$ cat config.mk
export PLATFORM = sky130hd
export DESIGN_NAME = srt_regs
export DESIGN_NICKNAME = d
export VERILOG_FILES = /design/src/hw/srt_pkg.sv /design/src/hw/srt_sync_timer.sv /design/src/hw/srt_regs.sv
export SDC_FILE = /design/constraint.sdc
export NUM_CORES = 1
export LEC_CHECK = 0
export ABC_AREA = 0
export BUFFER_PORTS_ARGS = -buffer_cell sky130_fd_sc_hd__buf_2
export CORE_MARGIN = 5
export CORE_UTILIZATION = 44
export DETAILED_ROUTE_END_ITERATION = 7
export PLACE_DENSITY = 0.76
export SLEW_MARGIN = 20
export SYNTH_ARGS = -nofsm -noshare
export SYNTH_HDL_FRONTEND = slang
export SYNTH_SLANG_ARGS = --single-unit
$ cat constraint.sdc
create_clock -name clk -period 1.6 [get_ports clk]
set_input_delay 0.24 -clock clk [delete_from_list [all_inputs] [get_ports clk]]
set_output_delay 0.24 -clock clk [all_outputs]
set_load 0.05 [all_outputs]
$ cat src/hw/srt_pkg.sv
// Constants shared by the serial unit register tail.
// Assumes one 250 MHz clock and a peripheral bus with byte addresses.
// What this block does
// Soft reset raises busy until synchronised
// Writes during synchronisation discarded with bus error
// Match mask held in bits 23:16
// Match target held in bits 7:0
// Unused bits read zero; software writes zero
// Data read returns receive buffer
// Data write loads transmit buffer
// Software reads data only when receive done
// Software writes data only when transmit empty
// Debug halt bit stops baud generator
// Core clock requested while operating as master
// Control enable writes synchronised before taking effect; master bit stored at once while disabled
// Match register writable only while disabled
package srt_pkg;
    // Timing
    localparam int CLK_PERIOD_NS = 4;
    localparam int SYNC_TIME_NS  = 24;
    localparam int SYNC_CYCLES   =
        (SYNC_TIME_NS + CLK_PERIOD_NS - 1) / CLK_PERIOD_NS;
    localparam int BAUD_DIV      = 4;

    // Register offsets
    localparam logic [7:0] OFF_CTRL  = 8'h00;
    localparam logic [7:0] OFF_FLAGS = 8'h18;
    localparam logic [7:0] OFF_SYNC  = 8'h1c;
    localparam logic [7:0] OFF_MATCH = 8'h24;
    localparam logic [7:0] OFF_DATA  = 8'h28;
    localparam logic [7:0] OFF_DBG   = 8'h30;

    // Field positions
    localparam int CTRL_RESET_BIT  = 0;
    localparam int CTRL_ENABLE_BIT = 1;
    localparam int CTRL_MASTER_BIT = 2;
    localparam int FLAG_TXE_BIT    = 0;
    localparam int FLAG_RXD_BIT    = 2;
    localparam int SYNC_RESET_BIT  = 0;
    localparam int SYNC_ENABLE_BIT = 1;
    localparam int MASK_LSB        = 16;
    localparam int MASK_MSB        = 23;
    localparam int TGT_LSB         = 0;
    localparam int TGT_MSB         = 7;
    localparam int DATA_W          = 9;

    // Reset values
    localparam logic [7:0]        MASK_RST = 8'h00;
    localparam logic [7:0]        TGT_RST  = 8'h00;
    localparam logic [DATA_W-1:0] DATA_RST = 9'h000;
    localparam logic              DBG_RST  = 1'h0;
    localparam logic              TXE_RST  = 1'h1;

    typedef enum logic [1:0] {
        SRT_SYNC_IDLE = 2'b00,
        SRT_SYNC_RST  = 2'b01,
        SRT_SYNC_EN   = 2'b10
    } srt_sync_t;
endpackage : srt_pkg

$ cat src/hw/srt_sync_timer.sv
// Fixed-length busy window for control synchronisation.
// Assumes start is a one-cycle pulse given only while idle.
`timescale 1ns/1ns
`default_nettype none
module srt_sync_timer #(
    parameter int CYCLES = 6
) (
    // Clock and reset
    input  wire logic clk,
    input  wire logic reset,
    // Control
    input  wire logic start,
    output var  logic busy,
    output var  logic done
);
    localparam int CW = $clog2(CYCLES + 1);
    localparam logic [CW-1:0] ONE = CW'(1);

    logic [CW-1:0] count_q;

    always_ff @(posedge clk) begin
        if (reset) begin
            count_q <= '0;
            busy    <= 1'b0;
            done    <= 1'b0;
        end else begin
            done <= 1'b0;
            if (start && !busy) begin
                count_q <= CW'(CYCLES);
                busy    <= 1'b1;
            end else if (busy) begin
                count_q <= count_q - ONE;
                if (count_q == ONE) begin
                    busy <= 1'b0;
                    done <= 1'b1;
                end
            end
        end
    end
endmodule : srt_sync_timer
`default_nettype wire

$ cat src/hw/srt_regs.sv
// Register tail of the serial unit: control, sync busy, match, data, debug.
// Assumes the shifter gives rxValid/txTaken pulses on this same clock.
`timescale 1ns/1ns
`default_nettype none
module srt_regs #(
    parameter int SYNC_CYCLES = srt_pkg::SYNC_CYCLES,
    parameter int BAUD_DIV    = srt_pkg::BAUD_DIV
) (
    // Clock and reset
    input  wire logic                      clk,
    input  wire logic                      reset,
    // Peripheral bus
    input  wire logic                      psel,
    input  wire logic                      penable,
    input  wire logic                      pwrite,
    input  wire logic [7:0]                paddr,
    input  wire logic [31:0]               pwdata,
    output var  logic [31:0]               prdata,
    output var  logic                      pready,
    output var  logic                      pslverr,
    // Shifter side
    input  wire logic                      rxValid,
    input  wire logic [srt_pkg::DATA_W-1:0] rxData,
    input  wire logic                      txTaken,
    output var  logic [srt_pkg::DATA_W-1:0] txData,
    output var  logic                      txLoad,
    output var  logic [7:0]                matchMask,
    output var  logic [7:0]                matchTarget,
    // Unit control
    input  wire logic                      debugHalt,
    output var  logic                      unitEnable,
    output var  logic                      coreClockRequest,
    output var  logic                      baudTick
);
    localparam int BW = $clog2(BAUD_DIV + 1);
    localparam logic [BW-1:0] BAUD_LAST = BW'(BAUD_DIV - 1);
    localparam logic [BW-1:0] BONE      = BW'(1);
    localparam int SyncMax = SYNC_CYCLES + 2;

    srt_pkg::srt_sync_t syncState_q;
    logic                       enable_q, pendEnable_q, master_q;
    logic [7:0]                 mask_q, target_q;
    logic [srt_pkg::DATA_W-1:0] txBuf_q, rxBuf_q;
    logic                       txEmpty_q, rxDone_q, haltOnDebug_q;
    logic                       txLoad_q, coreReq_q, baudTick_q;
    logic [BW-1:0]              baudCnt_q;
    logic [31:0]                prdata_q, rdWord;
    logic                       pready_q, pslverr_q;
    logic                       accept, wrAcc, rdAcc, busyAny, wrOk;
    logic                       timerBusy, timerDone, syncStart;
    logic                       softClear, softStart, enStart, baudRun;
    logic                       hit;

    assign accept  = psel && penable && !pready_q;
    assign wrAcc   = accept && pwrite;
    assign rdAcc   = accept && !pwrite;
    assign busyAny = syncState_q != srt_pkg::SRT_SYNC_IDLE;
    assign wrOk    = wrAcc && !busyAny;
    assign softStart = wrOk && paddr == srt_pkg::OFF_CTRL
                       && pwdata[srt_pkg::CTRL_RESET_BIT];
    assign enStart = wrOk && paddr == srt_pkg::OFF_CTRL
                     && !pwdata[srt_pkg::CTRL_RESET_BIT]
                     && pwdata[srt_pkg::CTRL_ENABLE_BIT] != enable_q;
    assign syncStart = softStart || enStart;
    assign softClear = timerDone && syncState_q == srt_pkg::SRT_SYNC_RST;
    assign baudRun   = !(haltOnDebug_q && debugHalt);

    srt_sync_timer #(
        .CYCLES (SYNC_CYCLES)
    ) u_timer (
        .clk   (clk),
        .reset (reset),
        .start (syncStart),
        .busy  (timerBusy),
        .done  (timerDone)
    );

    // Control reset and enable writes wait out the crossing before they act
    always_ff @(posedge clk) begin
        if (reset) begin
            syncState_q  <= srt_pkg::SRT_SYNC_IDLE;
            enable_q     <= 1'b0;
            pendEnable_q <= 1'b0;
        end else begin
            case (syncState_q)
                srt_pkg::SRT_SYNC_IDLE: begin
                    if (softStart) begin
                        syncState_q <= srt_pkg::SRT_SYNC_RST;
                    end else if (enStart) begin
                        syncState_q  <= srt_pkg::SRT_SYNC_EN;
                        pendEnable_q <= pwdata[srt_pkg::CTRL_ENABLE_BIT];
                    end
                end
                srt_pkg::SRT_SYNC_RST: begin
                    if (timerDone) begin
                        syncState_q <= srt_pkg::SRT_SYNC_IDLE;
                        enable_q    <= 1'b0;
                    end
                end
                srt_pkg::SRT_SYNC_EN: begin
                    if (timerDone) begin
                        syncState_q <= srt_pkg::SRT_SYNC_IDLE;
                        enable_q    <= pendEnable_q;
                    end
                end
                default: syncState_q <= srt_pkg::SRT_SYNC_IDLE;
            endcase
        end
    end

    // Mode bit and match fields are frozen while enabled
    always_ff @(posedge clk) begin
        if (reset || softClear) begin
            master_q <= 1'b0;
            mask_q   <= srt_pkg::MASK_RST;
            target_q <= srt_pkg::TGT_RST;
        end else if (wrOk && !enable_q) begin
            if (paddr == srt_pkg::OFF_CTRL) begin
                master_q <= pwdata[srt_pkg::CTRL_MASTER_BIT];
            end
            if (paddr == srt_pkg::OFF_MATCH) begin
                mask_q   <= pwdata[srt_pkg::MASK_MSB:srt_pkg::MASK_LSB];
                target_q <= pwdata[srt_pkg::TGT_MSB:srt_pkg::TGT_LSB];
            end
        end
    end

    // Core clock follows master operation
    always_ff @(posedge clk) begin
        if (reset) begin
            coreReq_q <= 1'b0;
        end else begin
            coreReq_q <= enable_q && master_q;
        end
    end

    // Transmit buffer; taken-by-shifter wins over a same-cycle load
    always_ff @(posedge clk) begin
        if (reset || softClear) begin
            txBuf_q   <= srt_pkg::DATA_RST;
            txEmpty_q <= srt_pkg::TXE_RST;
            txLoad_q  <= 1'b0;
        end else begin
            txLoad_q <= 1'b0;
            if (wrOk && paddr == srt_pkg::OFF_DATA) begin
                txBuf_q  <= pwdata[srt_pkg::DATA_W-1:0];
                txLoad_q <= 1'b1;
            end
            if (txTaken) begin
                txEmpty_q <= 1'b1;
            end else if (wrOk && paddr == srt_pkg::OFF_DATA) begin
                txEmpty_q <= 1'b0;
            end
        end
    end

    // Receive buffer; new data wins over a same-cycle read clear
    always_ff @(posedge clk) begin
        if (reset || softClear) begin
            rxBuf_q  <= srt_pkg::DATA_RST;
            rxDone_q <= 1'b0;
        end else begin
            if (rxValid) begin
                rxBuf_q  <= rxData;
                rxDone_q <= 1'b1;
            end else if (rdAcc && paddr == srt_pkg::OFF_DATA) begin
                rxDone_q <= 1'b0;
            end
        end
    end

    // Debug control survives a soft reset
    always_ff @(posedge clk) begin
        if (reset) begin
            haltOnDebug_q <= srt_pkg::DBG_RST;
        end else if (wrOk && paddr == srt_pkg::OFF_DBG) begin
            haltOnDebug_q <= pwdata[0];
        end
    end

    // Baud generator freezes in place so it resumes mid-period
    always_ff @(posedge clk) begin
        if (reset || !enable_q) begin
            baudCnt_q  <= '0;
            baudTick_q <= 1'b0;
        end else begin
            baudTick_q <= 1'b0;
            if (baudRun) begin
                if (baudCnt_q == BAUD_LAST) begin
                    baudCnt_q  <= '0;
                    baudTick_q <= 1'b1;
                end else begin
                    baudCnt_q <= baudCnt_q + BONE;
                end
            end
        end
    end

    // Read mux; every unused bit is zero
    always_comb begin
        rdWord = '0;
        hit    = 1'b1;
        case (paddr)
            srt_pkg::OFF_CTRL: begin
                rdWord[srt_pkg::CTRL_ENABLE_BIT] = enable_q;
                rdWord[srt_pkg::CTRL_MASTER_BIT] = master_q;
            end
            srt_pkg::OFF_FLAGS: begin
                rdWord[srt_pkg::FLAG_TXE_BIT] = txEmpty_q;
                rdWord[srt_pkg::FLAG_RXD_BIT] = rxDone_q;
            end
            srt_pkg::OFF_SYNC: begin
                rdWord[srt_pkg::SYNC_RESET_BIT] =
                    syncState_q == srt_pkg::SRT_SYNC_RST;
                rdWord[srt_pkg::SYNC_ENABLE_BIT] =
                    syncState_q == srt_pkg::SRT_SYNC_EN;
            end
            srt_pkg::OFF_MATCH: begin
                rdWord[srt_pkg::MASK_MSB:srt_pkg::MASK_LSB] = mask_q;
                rdWord[srt_pkg::TGT_MSB:srt_pkg::TGT_LSB]   = target_q;
            end
            srt_pkg::OFF_DATA: rdWord[srt_pkg::DATA_W-1:0] = rxBuf_q;
            srt_pkg::OFF_DBG:  rdWord[0] = haltOnDebug_q;
            default:           hit = 1'b0;
        endcase
    end

    // One wait state; answer registered so outputs come from flops
    always_ff @(posedge clk) begin
        if (reset) begin
            pready_q  <= 1'b0;
            pslverr_q <= 1'b0;
            prdata_q  <= '0;
        end else begin
            pready_q  <= accept;
            pslverr_q <= accept && (!hit || (pwrite && busyAny));
            prdata_q  <= (rdAcc && hit) ? rdWord : '0;
        end
    end

    assign prdata           = prdata_q;
    assign pready           = pready_q;
    assign pslverr          = pslverr_q;
    assign txData           = txBuf_q;
    assign txLoad           = txLoad_q;
    assign matchMask        = mask_q;
    assign matchTarget      = target_q;
    assign unitEnable       = enable_q;
    assign coreClockRequest = coreReq_q;
    assign baudTick         = baudTick_q;
endmodule : srt_regs
`default_nettype wire

==> results by group, run 1 <==
Status
  • Status: complete, no violations

Detailed routing
  • Antenna Nets Post-Route: 0
  • Routed wire length: 8480 um
  • Pre-Repair DR Iteration Count: 4
  • Avg WL per Cell: between 15 and 20 um
  • Vias per std cell: ~5
  • Detailed-route via count: ~2800
  • Starting DRT DRC Count: 211
  • Drc violations: 0

Synthesis
  • Mapped Area: 3170 sq um
  • Register area share after synthesis: 45.4%
  • Synth Flop Type: dfxtp_1
  • YS warnings: 0
  • Synth Instances: 347
  • Post-synth EDFFs: 0
  • Number of synthesized register bits: between 70 and 80
  • Async SR Flop Fraction: 0%
  • Syn_area_per_cell: 9.15 sq um
  • Distinct cells, synth: 55

Critical path
  • Critical path startpoint category: flip-flop
  • Worst EP required: 1.84 ns
  • Endpoint type of the worst setup path: flip-flop
  • Slowest-stage cell, CP: dfxtp_1
  • Largest stage delay, worst path: between 0.3 and 0.4 ns
  • Crit path cell chain: inv_2, ha_2, and2_4, and4_4, buf_12, mux2i_1, nor2_1
  • Crit Path Max Fanout: 5
  • CP Class: flip-flop to flip-flop
  • Worst EP arrival: 1.76 ns

Timing
  • Worst hold slack: 0.0871 ns
  • Final period util: 94.8%
  • Final worst setup slack: between 0.08 and 0.09 ns
  • Setup violations, final: 0
  • Post-layout min period: 1.52 ns
  • F_max: 0.659 GHz
  • Final Skew: 0.00671 ns
  • Unrepaired setup endpoints after global routing: no
  • Hold Fails Final Rpt: 0
  • Slew Limit Fails: 0

Clock network
  • Reg clk slew, reported paths: 0.08 ns
  • Total CTS buffers: 9
  • Post-CTS Hold Buffers: 0
  • CTS H-tree lvls: 3
  • Clock root buffer: clkbuf_8
  • Worst-Skew Late Latency: 0.35 ns
  • TritonCTS Sinks: 72
  • Bufs on Longest Clock Path: 2
  • CTS tree: built

Final layout
  • Layout cell share with drive strength beyond 1: 33.0%
  • Total Nets Final: 516
  • Most common cell after layout, fill and taps aside: buf_2
  • P&R area growth vs syn: 27.9%
  • Ant diodes: 0
  • Non-Filler Instances: 557
  • Most frequent cells in the layout: 89 x buf_2, 71 x dfxtp_1, 35 x nor2_1

Power and ir drop
  • Total design power: 0.00375 W
  • Leakage: around 1.7 nW
  • Power density over cell area: 923 nW/um^2
  • Maximum VDD drop: 420 uV

Floorplanning
  • Starting density of the core: 44.5%
  • Die area: 9010 sq um
  • Rows: 31
  • CORE AREA: 7140 sq um
  • IO Pins: 120
  • Die height: 94.9 um
  • Die width: 94.9 um

Global routing
  • Vias in the first global route: 2758
  • Initial antenna violation count: 0
  • Total congestion overflow: 0
  • Total GRT Usage: a little under a fifth
  • First-pass GRT wire length: 13300 um
  • Largest net degree at the start of global routing: 18

Job
  • Max capacitance violation total: 0

Placement
  • Place WS: -0.0274 ns
  • I/O Buffers: 89
  • Placed Cells: 540
  • Post-DP HPWL: around 6300 um
  • Final weighted congestion in routability-driven placement: 0.862

Hold path
  • Hold/Removal Path Class: primary input to flip-flop
metrics by stage:
stage | TNS [ns] | utilization, % | cell area, sq um
floorplan | 0 | - | 3230
global placement | 0 | 53.1 | 3790
detailed placement | -0.103 | 53.1 | 3790
CTS | 0 | 56.2 | 4010
global route | 0 | 56.9 | 4060
finish | 0 | 56.9 | 4060
Yosys cell counts, types with 2 or more instances:
library cell	count	share of area, %
nand2_1	16	1.9
buf_2	3	0.47
ha_1	6	2.4
nand4_1	4	0.79
nor2b_1	5	0.99
inv_1	10	1.2
and4_1	2	0.55
and2_1	12	2.4
nand3_1	22	3.5
a21oi_1	26	4.1
nor4b_4	3	2.2
nor3b_1	3	0.71
a211oi_1	3	0.71
o21ba_2	2	0.63
buf_6	3	1.1
a31o_2	2	0.55
a22oi_1	7	1.7
o21a_1	3	0.71
nor3_1	5	0.79
dfxtp_1	72	45
buf_4	17	4.0
o311ai_0	2	0.55
and3_1	4	0.79
nand2b_1	2	0.39
mux2i_1	18	5.7
a311oi_1	2	0.55
clkbuf_1	11	1.3
nor2_1	35	4.1
o21ai_0	21	3.3
critical path: cells and delay by family (launching register included):
kind / cells / cell delay, ns
flops: 1 / 0.33
mux: 1 / 0.20
simple gates: 3 / 0.50
buf+inv: 2 / 0.20
fa+ha+maj: 1 / 0.18
registers in the layout, summed over array words and instances (netlist names), 2 cells and up:
name	count
rxBuf_q	9
prdata	17
txData	9
u_timer.count_q	3
matchMask	8
baudCnt_q	3
matchTarget	8
syncState_q	2
power breakdown:
group	internal [W]	total (W)	switching, W	leakage (nW)
sequential	0.00181	0.00182	0.0000116	0.583
clock	0.000887	0.00160	0.000710	0.107
combinational	0.000108	0.000328	0.000220	1.06
total	0.00281	0.00375	0.000942	1.75
logic make-up after synthesis:
logic type | count (synthesis) | synth area share [%]
flip-flops | 72 | 45.4
multiplexers | 18 | 5.68
XOR/XNOR | 2 | 0.552
buffers and inverters | 46 | 8.63
other | 1 | 0.118
AO/OA/AOI/OAI | 80 | 15.7
AND/OR/NAND/NOR | 122 | 21.5
adder cells (fa/ha/maj) | 6 | 2.36
worst paths after layout:
path,startpoint,endpoint,slack (ns),depth (start not counted)
setup / recovery,syncState_q[0],txData[3],0.08,7
hold reg to reg,baudCnt_q[2],baudTick,0.44,1
hold / removal,txTaken,txEmpty_q,0.09,2
setup reg to reg,syncState_q[0],txData[3],0.08,7
cell type report:
type | instances | area (sq um)
Clock buffer | 10 | 128
Clock inverter | 6 | 90.1
Fill cell | 653 | 3080
Inverter | 10 | 37.5
Multi-Input combinational cell | 243 | 1540
Sequential cell | 72 | 1440
Tap cell | 99 | 124
Timing Repair Buffer | 117 | 702
routing by layer:
layer | track usage [%] | up-vias | share of wire (%)
met2 | 29.9 | 87 | 48
li1 | - | 1402 | -
met5 | 0 | - | 0
met3 | 3.59 | 10 | 6.4
met1 | 25.1 | 1348 | 44
met4 | 7.09 | 0 | 1.2
repair_timing:
item                                    CTS  global route
gates resized for setup                   3             8
buffers inserted                          0             0
endpoints found under the setup margin   20            17
gates cloned                              0             1
Power figures use the tool's default switching activity.
==> run 2, diff against run 1 <==
--- a/config.mk
+++ b/config.mk
@@ -10,6 +10,7 @@
 export CORE_MARGIN = 5
 export CORE_UTILIZATION = 44
 export DETAILED_ROUTE_END_ITERATION = 7
+export MAX_ROUTING_LAYER = met4
 export PLACE_DENSITY = 0.76
 export SLEW_MARGIN = 20
 export SYNTH_ARGS = -nofsm -noshare
==> run 2 against run 1 <==
First-iteration DRC count down 10%; final cell count stayed put; clock power is essentially flat; critical path type unchanged.
==> results by group, run 2 (synthesized netlist as in run 1, its figures left out) <==
Final layout
  • Post-route cell area: 4060 sq um (unchanged)
  • Total Nets Final: 516 (unchanged)
  • Ant diodes: 0 (unchanged)
  • Max FFs per register: 17 (unchanged)
  • Most frequent cells in the layout: 89 x buf_2, 71 x dfxtp_1, 35 x nor2_1
  • P&R area growth vs syn: 27.9% (unchanged)
  • Non-Filler Instances: 557 (unchanged)
  • Layout cell share with drive strength beyond 1: 33.0% (unchanged)
  • Fillers: 653 (unchanged)
  • Most common cell after layout, fill and taps aside: buf_2

Global routing
  • Largest net degree at the start of global routing: 18 (unchanged)
  • Vias in the first global route: 2751 (-0.25%)
  • Initial antenna violation count: 0 (unchanged)
  • Total congestion overflow: 0 (unchanged)
  • Total GRT Usage: 19.4% (+0.61 points)
  • First-pass GRT wire length: 13300 um (about the same)

Timing
  • Final Skew: 0.00545 ns (-0.00126 ns)
  • Hold Fails Final Rpt: 0 (unchanged)
  • Slew Limit Fails: 0 (unchanged)
  • Post-layout min period: 1.52 ns (-0.00141 ns)
  • Setup violations, final: 0 (unchanged)
  • Final period util: 94.7% (about the same)
  • Final worst setup slack: 0.0840 ns (+0.00141 ns)
  • Unrepaired setup endpoints after global routing: no
  • F_max: 0.660 GHz (about the same)

Critical path
  • R2R depth: 7 (unchanged)
  • Critical path startpoint category: flip-flop
  • Worst Setup SP: syncState_q[0]
  • CP Class: flip-flop to flip-flop
  • Worst EP required: 1.84 ns (about the same)
  • Worst EP arrival: 1.76 ns (about the same)
  • Endpoint type of the worst setup path: flip-flop
  • Crit Path Max Fanout: 5 (unchanged)
  • Worst r2r src: syncState_q[0]

Power and ir drop
  • Leakage: 1.75 nW (unchanged)
  • NetSw: 0.000945 W (+0.31%)
  • Comb pwr share: 8.8% (about the same)
  • Power density over cell area: 924 nW/um^2 (about the same)
  • Switching part of the total power: 25.2% (+0.060 points)
  • Share of power burned in registers: 48.6% (about the same)
  • Clock power share: 42.6% (about the same)
  • Cell internal pwr: 0.00281 W (about the same)
  • Maximum VDD drop: 424 uV (+0.98%)

Floorplanning
  • IO Pins: 120 (unchanged)
  • Rows: 31 (unchanged)
  • Die area: 9010 sq um (unchanged)
  • CORE AREA: 7140 sq um (unchanged)
  • Starting density of the core: 44.5% (unchanged)
  • Die height: 94.9 um (unchanged)
  • Die width: 94.9 um (unchanged)

Clock network
  • Bufs on Longest Clock Path: 2 (unchanged)
  • Reg clk slew, reported paths: 0.08 ns (about the same)
  • Post-CTS Hold Buffers: 0 (unchanged)
  • Total CTS buffers: 9 (unchanged)
  • TritonCTS Sinks: 72 (unchanged)
  • Worst-Skew Late Latency: 0.35 ns (about the same)
  • CTS H-tree lvls: 3 (unchanged)
  • CTS tree: built
  • Clock root buffer: clkbuf_8

Placement
  • I/O Buffers: 89 (unchanged)
  • Final weighted congestion in routability-driven placement: 0.876 (+1.6%)
  • Post-DP HPWL: 6270 um (unchanged)
  • Placement Cell Area: 3790 sq um (unchanged)
  • Place WS: -0.0274 ns (unchanged)
  • Placed Cells: 540 (unchanged)

Hold path
  • Min-Delay Path Depth: 2 (unchanged)
  • HP Start: txTaken
  • Hold/Removal Path Class: primary input to flip-flop

Detailed routing
  • Routed wire length: 8460 um (-0.26%)
  • Drc violations: 0 (unchanged)
  • Pre-Repair DR Iteration Count: 4 (unchanged)
  • Vias per std cell: 5.11 (about the same)
  • Detailed-route via count: 2846 (-0.035%)
  • Antenna Nets Post-Route: 0 (unchanged)
  • Avg WL per Cell: 15.2 um (-0.26%)
  • Starting DRT DRC Count: 190 (-10%)

Status
  • Status: complete, no violations

Job
  • Max capacitance violation total: 0 (unchanged)
==> run 2: path summary, 6_finish.rpt <==
check	to	slack [ns]
min	txEmpty_q	0.08
max	txData[3]	0.08
min reg2reg	baudTick	0.44
max reg2reg	txData[3]	0.08
==> run 2: power by group through the flow <==
stage	Sequential [W]	Combinational, W	Clock (W)
6_report	0.00182	0.000328	0.00160
5_1_grt	0.00183	0.000351	0.00171
4_1_cts	0.00182	0.000323	0.00161
3_5_place_dp	0.00187	0.000319	0
3_3_place_gp	0.00187	0.000314	0
2_1_floorplan	0.00187	0.000227	0
==> run 2: metal layers <==
metal	wire, um	track usage, %
met5	0	-
met4	89	5.89
met3	452	3.27
met2	4050	30.2
met1	3870	25.7
==> run 2: metrics by stage <==
step / hold WS [ns] / utilization [%] / power [W] / setup TNS, ns
finish: 0.0838 / 56.9 / 0.00375 / 0
global route: 0.0937 / 56.9 / 0.00389 / 0
CTS: 0.0853 / 56.2 / 0.00376 / 0
detailed placement: 0.412 / 53.1 / 0.00219 / -0.103
global placement: 0.409 / 53.1 / 0.00218 / 0
floorplan: 0.334 / - / 0.00210 / 0
==> run 2: critical path, cell delays in order (launching register included) <==
cell and delay, ns:
dfxtp_1 0.33, inv_2 0.07, ha_2 0.18, and2_4 0.17, and4_4 0.27, buf_12 0.13, mux2i_1 0.20, nor2_1 0.06
==> run 2: layout make-up <==
class | instances | area (sq um) | area share (%)
multi-input cells | 243 | 1540 | 37.9
clock buffers | 10 | 128 | 3.14
flip-flops and latches | 72 | 1440 | 35.5
clock inverters | 6 | 90.1 | 2.22
well taps | 99 | 124 | 3.05
inverters | 10 | 37.5 | 0.924
repair buffers | 117 | 702 | 17.3
==> run 2: timing repair <==
item                                    4_1_cts  5_1_grt
gates cloned                                  0        1
gates resized for setup                       3        8
endpoints found under the setup margin       20       17
buffers inserted                              0        0
